===== src/design/pss_pkg.sv =====
// pss_pkg: constants for the port strap power and speed sampler.
// assumes a 10 MHz register-bus clock and a synchronous active-high reset.
package pss_pkg;
	// clock and strap settle time
	localparam int CLK_HZ = 10000000;
	localparam int STRAP_SETTLE_CYC = 10;
	localparam logic [3:0] SETTLE_CNT_MAX = 4'(STRAP_SETTLE_CYC);

	// line-rate codes
	localparam logic [1:0] RATE_1G25 = 2'h0;
	localparam logic [1:0] RATE_2G5 = 2'h1;
	localparam logic [1:0] RATE_3G125 = 2'h2;
	localparam logic [1:0] RATE_ILLEGAL = 2'h3;
	localparam logic [1:0] RATE_RESET = RATE_3G125;

	// register map (word byte addresses)
	localparam logic [3:0] REG_CLKSEL = 4'h0;
	localparam logic [3:0] REG_STATUS = 4'h4;
	localparam logic [3:0] REG_TEST = 4'h8;

	// clock selection register fields
	localparam int CLKSEL_RATE_LSB = 0;
	localparam int CLKSEL_UPPER_OFF_BIT = 4;
	localparam int CLKSEL_LOWER_OFF_BIT = 5;

	// status register fields
	localparam int STAT_DONE_BIT = 0;
	localparam int STAT_WIDE_BIT = 1;
	localparam int STAT_ILLEGAL_BIT = 2;

	// test register fields
	localparam int TEST_EN_BIT = 0;
	localparam int TEST_DRIVE_LSB = 4;

	// sampler state
	typedef enum logic [1:0] {
		PSS_SETTLE,
		PSS_LOAD,
		PSS_RUN
	} pss_state_e;

	// decode an upper-port power-down level given the pair's straps
	function automatic logic pss_upper_off(input logic upper, input logic lower,
		input logic wide);
		return upper | lower | ~wide;
	endfunction
endpackage


===== src/design/pss_settle_counter.sv =====
// pss_settle_counter: counts strap settle cycles after reset release.
// assumes reset is synchronous and active high.
`timescale 1ns/1ps
`default_nettype none
module pss_settle_counter
	import pss_pkg::*;
(
	// clock and reset
	input wire logic clk,
	input wire logic reset,
	// expiry
	output logic expired
);
	logic [3:0] count_q;
	logic [3:0] count_d;
	logic expired_d;

	// count up to the settle limit, then hold
	assign expired_d = (count_q == SETTLE_CNT_MAX - 4'h1) | expired;
	assign count_d = expired ? count_q : count_q + 4'h1;

	// counter and expiry flag
	always_ff @(posedge clk) begin
		if (reset) begin
			count_q <= 4'h0;
			expired <= 1'b0;
		end else begin
			count_q <= count_d;
			expired <= expired_d;
		end
	end
endmodule
`default_nettype wire


===== src/design/pss_sampler.sv =====
// pss_sampler: samples port power-down and line-rate straps after reset,
// loads them as defaults and lets software override them over avalon-mm.
// assumes straps come from board tie-offs synchronous to clk; self-reset
// completion is the self_reset_done pulse.
//
// How it works
// - upper power-down strap low keeps upper port up when lower strap is low and width strap high, high powers it down.
// - software may override upper power-off via the clock selection register.
// - rate strap 00=1.25, 01=2.5, 10=3.125 Gbit/s, 11 illegal, 10 default.
// - strapped rate reaches the ports when reset is removed or self-reset ends.
// - rate pins ignored after reset; software may override port rate.
// - sampled rate code loads unchanged into the rate field.
// - strap pins driven only in test mode, inputs otherwise.
// - lane-width strap low is one four-lane port, high two single-lane ports.
// - lower power-down strap high powers down both ports of the pair.
`timescale 1ns/1ps
`default_nettype none
module pss_sampler
	import pss_pkg::*;
(
	// clock and reset
	input wire logic clk,
	input wire logic reset,
	input wire logic self_reset_done,
	// avalon-mm slave
	input wire logic [3:0] avs_address,
	input wire logic avs_read,
	input wire logic avs_write,
	input wire logic [31:0] avs_writedata,
	output logic [31:0] avs_readdata,
	output logic avs_waitrequest,
	// strap pins
	input wire logic upper_port_power_down_strap_in,
	output logic upper_port_power_down_strap_out,
	output logic upper_port_power_down_strap_oe,
	input wire logic lower_port_power_down_strap_in,
	input wire logic lane_width_select_strap_in,
	input wire logic [1:0] line_rate_select_strap_in,
	output logic [1:0] line_rate_select_strap_out,
	output logic [1:0] line_rate_select_strap_oe,
	// port controls
	output logic upper_port_off,
	output logic lower_port_off,
	output logic four_lane_mode,
	output logic [1:0] line_rate
);
	pss_state_e state_q;
	logic settle_done;
	logic restart_q;
	logic upper_off_q;
	logic lower_off_q;
	logic wide_q;
	logic [1:0] rate_q;
	logic test_en_q;
	logic [2:0] test_drv_q;
	logic load;
	logic wr_clksel;
	logic wr_test;
	logic [31:0] rd_mux;

	// settle counter, restarted by reset and by self-reset completion
	pss_settle_counter u_settle (
		.clk(clk),
		.reset(reset | restart_q),
		.expired(settle_done)
	);

	// bus decode; a write lands only at the edge where waitrequest is low
	assign load = (state_q == PSS_LOAD);
	assign wr_clksel = avs_write & ~avs_waitrequest &
		(avs_address == REG_CLKSEL);
	assign wr_test = avs_write & ~avs_waitrequest &
		(avs_address == REG_TEST);
	assign rd_mux = (avs_address == REG_CLKSEL) ?
		{26'h0, lower_off_q, upper_off_q, 2'h0, rate_q} :
		(avs_address == REG_STATUS) ?
		{29'h0, (rate_q == RATE_ILLEGAL), ~wide_q, state_q == PSS_RUN} :
		(avs_address == REG_TEST) ?
		{25'h0, test_drv_q, 3'h0, test_en_q} : 32'h0;

	// sampler sequence
	always_ff @(posedge clk) begin
		if (reset) begin
			state_q <= PSS_SETTLE;
			restart_q <= 1'b0;
		end else begin
			restart_q <= self_reset_done;
			case (state_q)
				PSS_SETTLE: if (settle_done & ~restart_q) begin
					state_q <= PSS_LOAD;
				end
				PSS_LOAD: state_q <= PSS_RUN;
				PSS_RUN: if (self_reset_done) begin
					state_q <= PSS_SETTLE;
				end
				default: state_q <= PSS_SETTLE;
			endcase
		end
	end

	// strap capture and software override fields
	always_ff @(posedge clk) begin
		if (reset) begin
			rate_q <= RATE_RESET;
			upper_off_q <= 1'b1;
			lower_off_q <= 1'b1;
			wide_q <= 1'b0;
		end else if (load) begin
			rate_q <= line_rate_select_strap_in;
			wide_q <= lane_width_select_strap_in;
			lower_off_q <= lower_port_power_down_strap_in;
			upper_off_q <= pss_upper_off(upper_port_power_down_strap_in,
				lower_port_power_down_strap_in,
				lane_width_select_strap_in);
		end else if (wr_clksel & (state_q == PSS_RUN)) begin
			rate_q <= avs_writedata[CLKSEL_RATE_LSB +: 2];
			upper_off_q <= avs_writedata[CLKSEL_UPPER_OFF_BIT];
			lower_off_q <= avs_writedata[CLKSEL_LOWER_OFF_BIT];
		end
	end

	// test register and bus answer
	always_ff @(posedge clk) begin
		if (reset) begin
			test_en_q <= 1'b0;
			test_drv_q <= 3'h0;
			avs_waitrequest <= 1'b1;
			avs_readdata <= 32'h0;
		end else begin
			// waitrequest idles high and drops for the one committing cycle
			avs_waitrequest <= ~((avs_read | avs_write) & avs_waitrequest);
			avs_readdata <= rd_mux;
			if (wr_test) begin
				test_en_q <= avs_writedata[TEST_EN_BIT];
				test_drv_q <= avs_writedata[TEST_DRIVE_LSB +: 3];
			end
		end
	end

	// port controls and pin drivers, all registered
	always_ff @(posedge clk) begin
		if (reset) begin
			upper_port_off <= 1'b1;
			lower_port_off <= 1'b1;
			four_lane_mode <= 1'b1;
			line_rate <= RATE_RESET;
			upper_port_power_down_strap_oe <= 1'b0;
			upper_port_power_down_strap_out <= 1'b0;
			line_rate_select_strap_oe <= 2'h0;
			line_rate_select_strap_out <= 2'h0;
		end else begin
			upper_port_off <= upper_off_q | lower_off_q;
			lower_port_off <= lower_off_q;
			four_lane_mode <= ~wide_q;
			line_rate <= rate_q;
			upper_port_power_down_strap_oe <= test_en_q;
			upper_port_power_down_strap_out <= test_drv_q[0];
			line_rate_select_strap_oe <= {2{test_en_q}};
			line_rate_select_strap_out <= test_drv_q[2:1];
		end
	end

	// assertions
	property p_capture_after_settle;
		@(posedge clk) disable iff (reset)
		$rose(state_q == PSS_LOAD) |=> (rate_q == $past(line_rate_select_strap_in));
	endproperty
	a_capture_after_settle: assert property (p_capture_after_settle)
		else $error("rate field not loaded from strap");

	property p_rate_reaches_port;
		@(posedge clk) disable iff (reset)
		(state_q == PSS_LOAD) |=> ##1
			(line_rate == $past(line_rate_select_strap_in, 2));
	endproperty
	a_rate_reaches_port: assert property (p_rate_reaches_port)
		else $error("line rate not applied after load");

	property p_lower_off_both;
		@(posedge clk) disable iff (reset)
		lower_off_q |=> upper_port_off;
	endproperty
	a_lower_off_both: assert property (p_lower_off_both)
		else $error("upper port up while lower strap off");

	property p_pins_quiet;
		@(posedge clk) disable iff (reset)
		!test_en_q |=> (line_rate_select_strap_oe == 2'h0)
			&& !upper_port_power_down_strap_oe;
	endproperty
	a_pins_quiet: assert property (p_pins_quiet)
		else $error("strap pin driven outside test mode");

	property p_run_ignores_pins;
		@(posedge clk) disable iff (reset)
		(state_q == PSS_RUN) && !avs_write && !self_reset_done
			|=> $stable(rate_q);
	endproperty
	a_run_ignores_pins: assert property (p_run_ignores_pins)
		else $error("rate changed without a write");

	property p_settle_time;
		@(posedge clk) disable iff (reset)
		$fell(reset) |-> (state_q == PSS_SETTLE) [*8];
	endproperty
	a_settle_time: assert property (p_settle_time)
		else $error("straps captured too early");

	property p_upper_decode;
		@(posedge clk) disable iff (reset)
		load && !upper_port_power_down_strap_in && !lower_port_power_down_strap_in
			&& lane_width_select_strap_in |=> !upper_off_q;
	endproperty
	a_upper_decode: assert property (p_upper_decode)
		else $error("upper port off with strap low");

	property p_sw_override;
		@(posedge clk) disable iff (reset)
		wr_clksel && (state_q == PSS_RUN) |=>
			upper_off_q == $past(avs_writedata[CLKSEL_UPPER_OFF_BIT]);
	endproperty
	a_sw_override: assert property (p_sw_override)
		else $error("upper power-off override ignored");

	// a pending request is answered on the very next cycle
	property p_bus_answer;
		@(posedge clk) disable iff (reset)
		(avs_read || avs_write) && avs_waitrequest |=> !avs_waitrequest;
	endproperty
	a_bus_answer: assert property (p_bus_answer)
		else $error("bus request not answered after one cycle");
endmodule
`default_nettype wire


===== config.mk =====
export PLATFORM = sky130hd
export DESIGN_NAME = pss_sampler
export DESIGN_NICKNAME = d
export VERILOG_FILES = /design/src/design/pss_pkg.sv /design/src/design/pss_settle_counter.sv /design/src/design/pss_sampler.sv
export SDC_FILE = /design/constraint.sdc
export NUM_CORES = 1
export LEC_CHECK = 0
export ABC_AREA = 1
export BUFFER_PORTS_ARGS = -buffer_cell sky130_fd_sc_hd__buf_4
export CORE_MARGIN = 1
export CORE_UTILIZATION = 35
export DETAILED_ROUTE_END_ITERATION = 16
export PLACE_DENSITY = 0.67
export REMOVE_ABC_BUFFERS = 1
export SLEW_MARGIN = 10
export SYNTH_ARGS = -nofsm -noshare
export SYNTH_HDL_FRONTEND = slang
export SYNTH_SLANG_ARGS = --single-unit

===== constraint.sdc =====
create_clock -name clk -period 1 [get_ports clk]
set_input_delay 0.15 -clock clk [delete_from_list [all_inputs] [get_ports clk]]
set_output_delay 0.15 -clock clk [all_outputs]
set_load 0.005 [all_outputs]

# After elaboration in Yosys (flattened, before gate mapping)
# Cells that the tools add are included.
# word_totals
ff_bits	60
latch_bits	0
mem_bits_rw	0
rom_bits	0
in_bits	46
out_inout_bits	44
wordCells	69
mem_count	0
# classes
addsub	1
mul	0
n_div	0
magnitude_cmp	0
n_eq_ne	8
shift	0
n_mux	12
n_bitwise	18
n_reduce_logical	7
# ops
operator	count
2-to-1 mux 6 bit	3
== test 4 bit (second input constant)	2
2-to-1 mux 2 bit	4
AND 1 bit	6
NOT 1 bit	6
OR 1 bit	6
case mux 2 bit (3 select lines)	1
adder 4 x 1 -> 4 bit (second input constant)	1
== test 2 bit (second input constant)	2
== test 4 x 3 -> 1 bit (second input constant)	1
logical NOT 4 bit	1
2-to-1 mux 1 bit	4
!= test 2 bit (second input constant)	2
OR reduction 4 bit	1
OR reduction 3 bit	1
== test 2 x 1 -> 1 bit (second input constant)	1
logical NOT 2 bit	1
AND reduction 2 bit	1
nonzero test 2 bit	1
OR reduction 2 bit	1

# Logic depth before layout (Yosys ltp)
# depth
depth_word	6
mapped_depth	7

# Modules after synthesis
# From an unflattened synthesis, not the netlist that was laid out.
# unflattened
hier_cells	198
hier_area_um2	1544.0
# by_module_without_submodules
module	instances	cells_each	area_each_um2	seq_area_each_um2
pss_sampler	1	170	1313.8	560.5
pss_settle_counter	1	28	230.2	100.1

# Worst setup path after synthesis
# OpenSTA, ideal clock, no wires.
# synth_path
kind	reg2reg
startpoint	register avs_waitrequest
endpoint	register rate_q[0]
setup_ns	0.115
t_arrival_ns	0.870
slack_ns	0.015
stages_incl_launch_ff	7
n_path_buf	0
period_less_slack_ns	0.985
cell_sequence	dfxtp_1 inv_1 nand2_1 nor2_2 nand2_4 a21oi_1 nor2_1
# synth_between
elab_chain_cells	5
# synth_rtl
element	line	rtl
start, declared	pss_sampler.sv:31	output logic avs_waitrequest,
start signal, assigned	pss_sampler.sv:131	avs_waitrequest <= ~((avs_read | avs_write) & avs_waitrequest);
NOT 1 bit	pss_sampler.sv:70	assign wr_clksel = avs_write & ~avs_waitrequest &
AND 1 bit (2 in series)	pss_sampler.sv:70	
AND 1 bit	pss_sampler.sv:115	end else if (wr_clksel & (state_q == PSS_RUN)) begin
nonzero test 2 bit (no line)	--	
end signal, assigned	pss_sampler.sv:109	rate_q <= line_rate_select_strap_in;
end signal, assigned	pss_sampler.sv:116	rate_q <= avs_writedata[CLKSEL_RATE_LSB +: 2];
end, declared	pss_sampler.sv:53	logic [1:0] rate_q;
# Every way passes these cells.
# A chain may end at the register's enable or synchronous reset.

# Worst setup path in the final report
# layout_path
startpoint	register state_q[1]
endpoint	register rate_q[0]
# layout_between
elab_chain_cells	3
word_cells_on_any_way	5
# layout_rtl
element	line	rtl
start, declared	pss_sampler.sv:47	pss_state_e state_q;
start signal, assigned	pss_sampler.sv:84	state_q <= PSS_SETTLE;
start signal, assigned	pss_sampler.sv:90	state_q <= PSS_LOAD;
start signal, assigned	pss_sampler.sv:92	PSS_LOAD: state_q <= PSS_RUN;
== test 2 bit	pss_sampler.sv:115	
AND 1 bit	pss_sampler.sv:115	
nonzero test 2 bit (no line)	--	
# Several ways; a longest one is shown, not always the timed one.

==> flow_metrics.env <==
export IMPL_status="finished clean"
export IMPL_skew_ns=0.00489
export IMPL_dp_hpwl_microns=2200
export IMPL_r2r_cells=7
export IMPL_rows=23
export IMPL_maxCapViolCount=0
export IMPL_hold_path_cell_count=2
export IMPL_post_cts_buffers=0
export IMPL_internal_power_uw=1920
export IMPL_layout_drive_gt1_share_pct=33.9
export IMPL_fp_dieW_microns=67.9
export IMPL_required_ns=1.18
export IMPL_vias=1230
export IMPL_cts_sinks=33
export IMPL_grt_max_degree=12
export IMPL_grt_pass1_wl_microns=4540
export IMPL_core_area_sq_um=4090
export IMPL_power_uw=2530
export IMPL_seqPwrFrac_pct=53.2
export IMPL_yosysTopAreaCell="dfxtp_1"
export IMPL_cts_tree="built"
export IMPL_combPwrFrac_pct=9.3
export IMPL_wirelength_microns=2840
export IMPL_grtUsageTotal_pct=13.8
export IMPL_gp_congestion=0.762
export IMPL_synth_distinct_cells=25
export IMPL_netlist_area_sq_um=1520
export IMPL_finalCoreUtilization_pct=47.7
export IMPL_numPortBuffers=36
export IMPL_slew_violations=0
export IMPL_switching_power_uw=605
export IMPL_n_antenna_cell=0
export IMPL_crit_path_end_kind="register"
export IMPL_crit_fanout=5
export IMPL_viasPerCell=4.17
export IMPL_cts_root_buf="clkbuf_8"
export IMPL_drc=0
export IMPL_netSwitchingFraction_pct=24.0
export IMPL_clk_latency_ns=0.28
export IMPL_vdd_drop_max_v=0.000458
export IMPL_nets=292
export IMPL_start_util_pct=37.2
export IMPL_wl_per_cell_microns=9.62
export IMPL_synth_seq_cells=33
export IMPL_cts_max_level=2
export IMPL_drt_iter0_drc=41
export IMPL_ys_top_cells_by_area="dfxtp_1 43%, buf_4 14%, nand2_1 9.6%"
export IMPL_clk_path_buf_depth=2
export IMPL_clk_pin_slew_worst_paths_ns=0.06
export IMPL_critical_path_arrival_ns=1.16
export IMPL_cts_buffers=5
export IMPL_finalHoldViolations=0
export IMPL_antenna_found_initial=0
export IMPL_cts_hold_buf=0
export IMPL_yosysSeqAreaShare_pct=43.5
export IMPL_dr_pass1_iters=4
export IMPL_synthCells=195
export IMPL_die_y_microns=67.9
export IMPL_clock_fmax_ghz=1.01
export IMPL_antenna_left=0
export IMPL_die_area_sq_um=4610
export IMPL_critPathLaunchType="register"
export IMPL_rsz0062_at_grt="yes"
export IMPL_p_per_area_nw_per_um2=1300
export IMPL_yosysTopAreaCellShare_pct=43.5
export IMPL_yosysWarnings=0
export IMPL_area_delta_synth_final_pct=28.2
export IMPL_p_clk_share_pct=37.5
export IMPL_setup_violations_final=0
export IMPL_hold_class="primary input to register"
export IMPL_fin_crit_sh_pct=98.7
export IMPL_grt_overflow=0
export IMPL_fin_crit_ns=0.987
export IMPL_synth_avg_cell_area_sq_um=7.80
export IMPL_critPathKind="register to register"
export IMPL_power_leakage_uw=0.00100
export IMPL_place_area_sq_um=1790
export IMPL_boundaryPins=90
export IMPL_final_cell_area_sq_um=1950
export IMPL_grt_pass1_vias=1089
==> worst max-delay path, stage by stage, from the launching register on <==
cell	delay (ns)
dfxtp_2	0.34
inv_1	0.07
nand2_2	0.08
buf_6	0.14
nand2_1	0.05
nand2_1	0.06
a21oi_2	0.10
nor2_1	0.05
==> layer usage <==
layer	share of wire, %	GRT usage, %	vias up
li1	-	-	639
met1	42	14.9	538
met2	49	23.5	51
met3	7.2	3.50	2
met4	1.4	9.38	0
met5	0	0	-
==> registers in the layout, summed over array words and instances (netlist names), 2 cells and up <==
signal	flops
line_rate	2
rate_q	2
line_rate_select_strap_out	2
state_q	2
avs_readdata	6
test_drv_q	3
u_settle.count_q	4
==> repair_timing <==
item | 4_1_cts | 5_1_grt
gates resized for setup | 3 | 21
endpoints found under the setup margin | 3 | 12
pin swaps | 0 | 4
==> final timing paths <==
kind	slack (ns)	startpoint	end
setup reg to reg	0.01	state_q[1]	rate_q[0]
hold / removal	0.08	avs_read	avs_waitrequest
hold reg to reg	0.45	wide_q	four_lane_mode
setup / recovery	0.01	state_q[1]	rate_q[0]
==> cells by family after synthesis <==
family                     after synthesis  share of synthesized area, %
and+or+nand+nor                         90                          27.8
buffers and inverters                   55                          21.9
DFF                                     33                          43.5
AOI/OAI and AO/OA                       14                          4.94
adders and majority gates                2                          1.65
other                                    1                         0.247
==> power by group through the flow <==
stage / Clock (uW) / Combinational, uW / Sequential, uW
6_report: 947 / 234 / 1340
5_1_grt: 1050 / 264 / 1350
4_1_cts: 985 / 226 / 1340
3_5_place_dp: 0 / 220 / 1370
3_3_place_gp: 0 / 218 / 1370
2_1_floorplan: 0 / 96.7 / 1370
==> per-stage QoR <==
| step | cells | setup TNS [ns] | setup WS (ns) | hold WS, ns |
|---|---|---|---|---|
| 2_1_floorplan | 189 | 0 | 0.00313 | 0.219 |
| 3_5_place_dp | 287 | -0.0221 | -0.0221 | 0.372 |
| 6_report | 295 | 0 | 0.0134 | 0.0755 |
| 4_1_cts | 295 | -0.0356 | -0.0182 | 0.0762 |
| 3_3_place_gp | 287 | -0.00122 | -0.00122 | 0.372 |
| 5_1_grt | 295 | -0.157 | -0.0322 | 0.0842 |
==> layout by cell type, fill, tap and decap left out <==
| cell | n |
|---|---|
| o211ai_1 | 1 |
| clkinv_2 | 2 |
| conb_1 | 26 |
| a21oi_1 | 6 |
| nor4_1 | 2 |
| nand2_4 | 2 |
| dfxtp_2 | 3 |
| a21oi_2 | 1 |
| buf_6 | 5 |
| nor2_4 | 3 |
| nand4_1 | 1 |
| inv_2 | 2 |
| nand4_4 | 1 |
| nand3_2 | 2 |
| dfxtp_1 | 30 |
| clkinvlp_4 | 1 |
| clkinv_1 | 1 |
| nor3_1 | 1 |
| nor2_1 | 21 |
| nor3b_1 | 1 |
| nand2_2 | 7 |
| nor2_2 | 5 |
| nand2_1 | 34 |
| o21ai_0 | 5 |
| ha_1 | 2 |
| buf_4 | 43 |
| o31ai_1 | 1 |
| nand3_1 | 9 |
| inv_1 | 21 |
| clkbuf_8 | 5 |
| nor3_2 | 1 |
==> final cells by class <==
class / count / area (sq um)
flip-flops and latches: 33 / 664
multi-input cells: 132 / 667
fillers: 434 / 2140
inverters: 24 / 90.1
repair buffers: 48 / 379
clock buffers: 5 / 68.8
clock inverters: 3 / 17.5
well taps: 50 / 62.6
==> cells in the mapped netlist, drive strengths merged <==
| cell type | count |
|---|---|
| dfxtp | 33 |
| nor4 | 2 |
| nor3b | 1 |
| o211ai | 1 |
| ha | 2 |
| inv | 23 |
| nor2 | 29 |
| nand3 | 11 |
| nand4 | 2 |
| nand2 | 43 |
| buf | 29 |
| a21oi | 7 |
| conb | 1 |
| clkbuf | 2 |
| o31ai | 1 |
| nor3 | 2 |
| clkinv | 1 |
| o21ai | 5 |
Power figures use the tool's default switching activity.
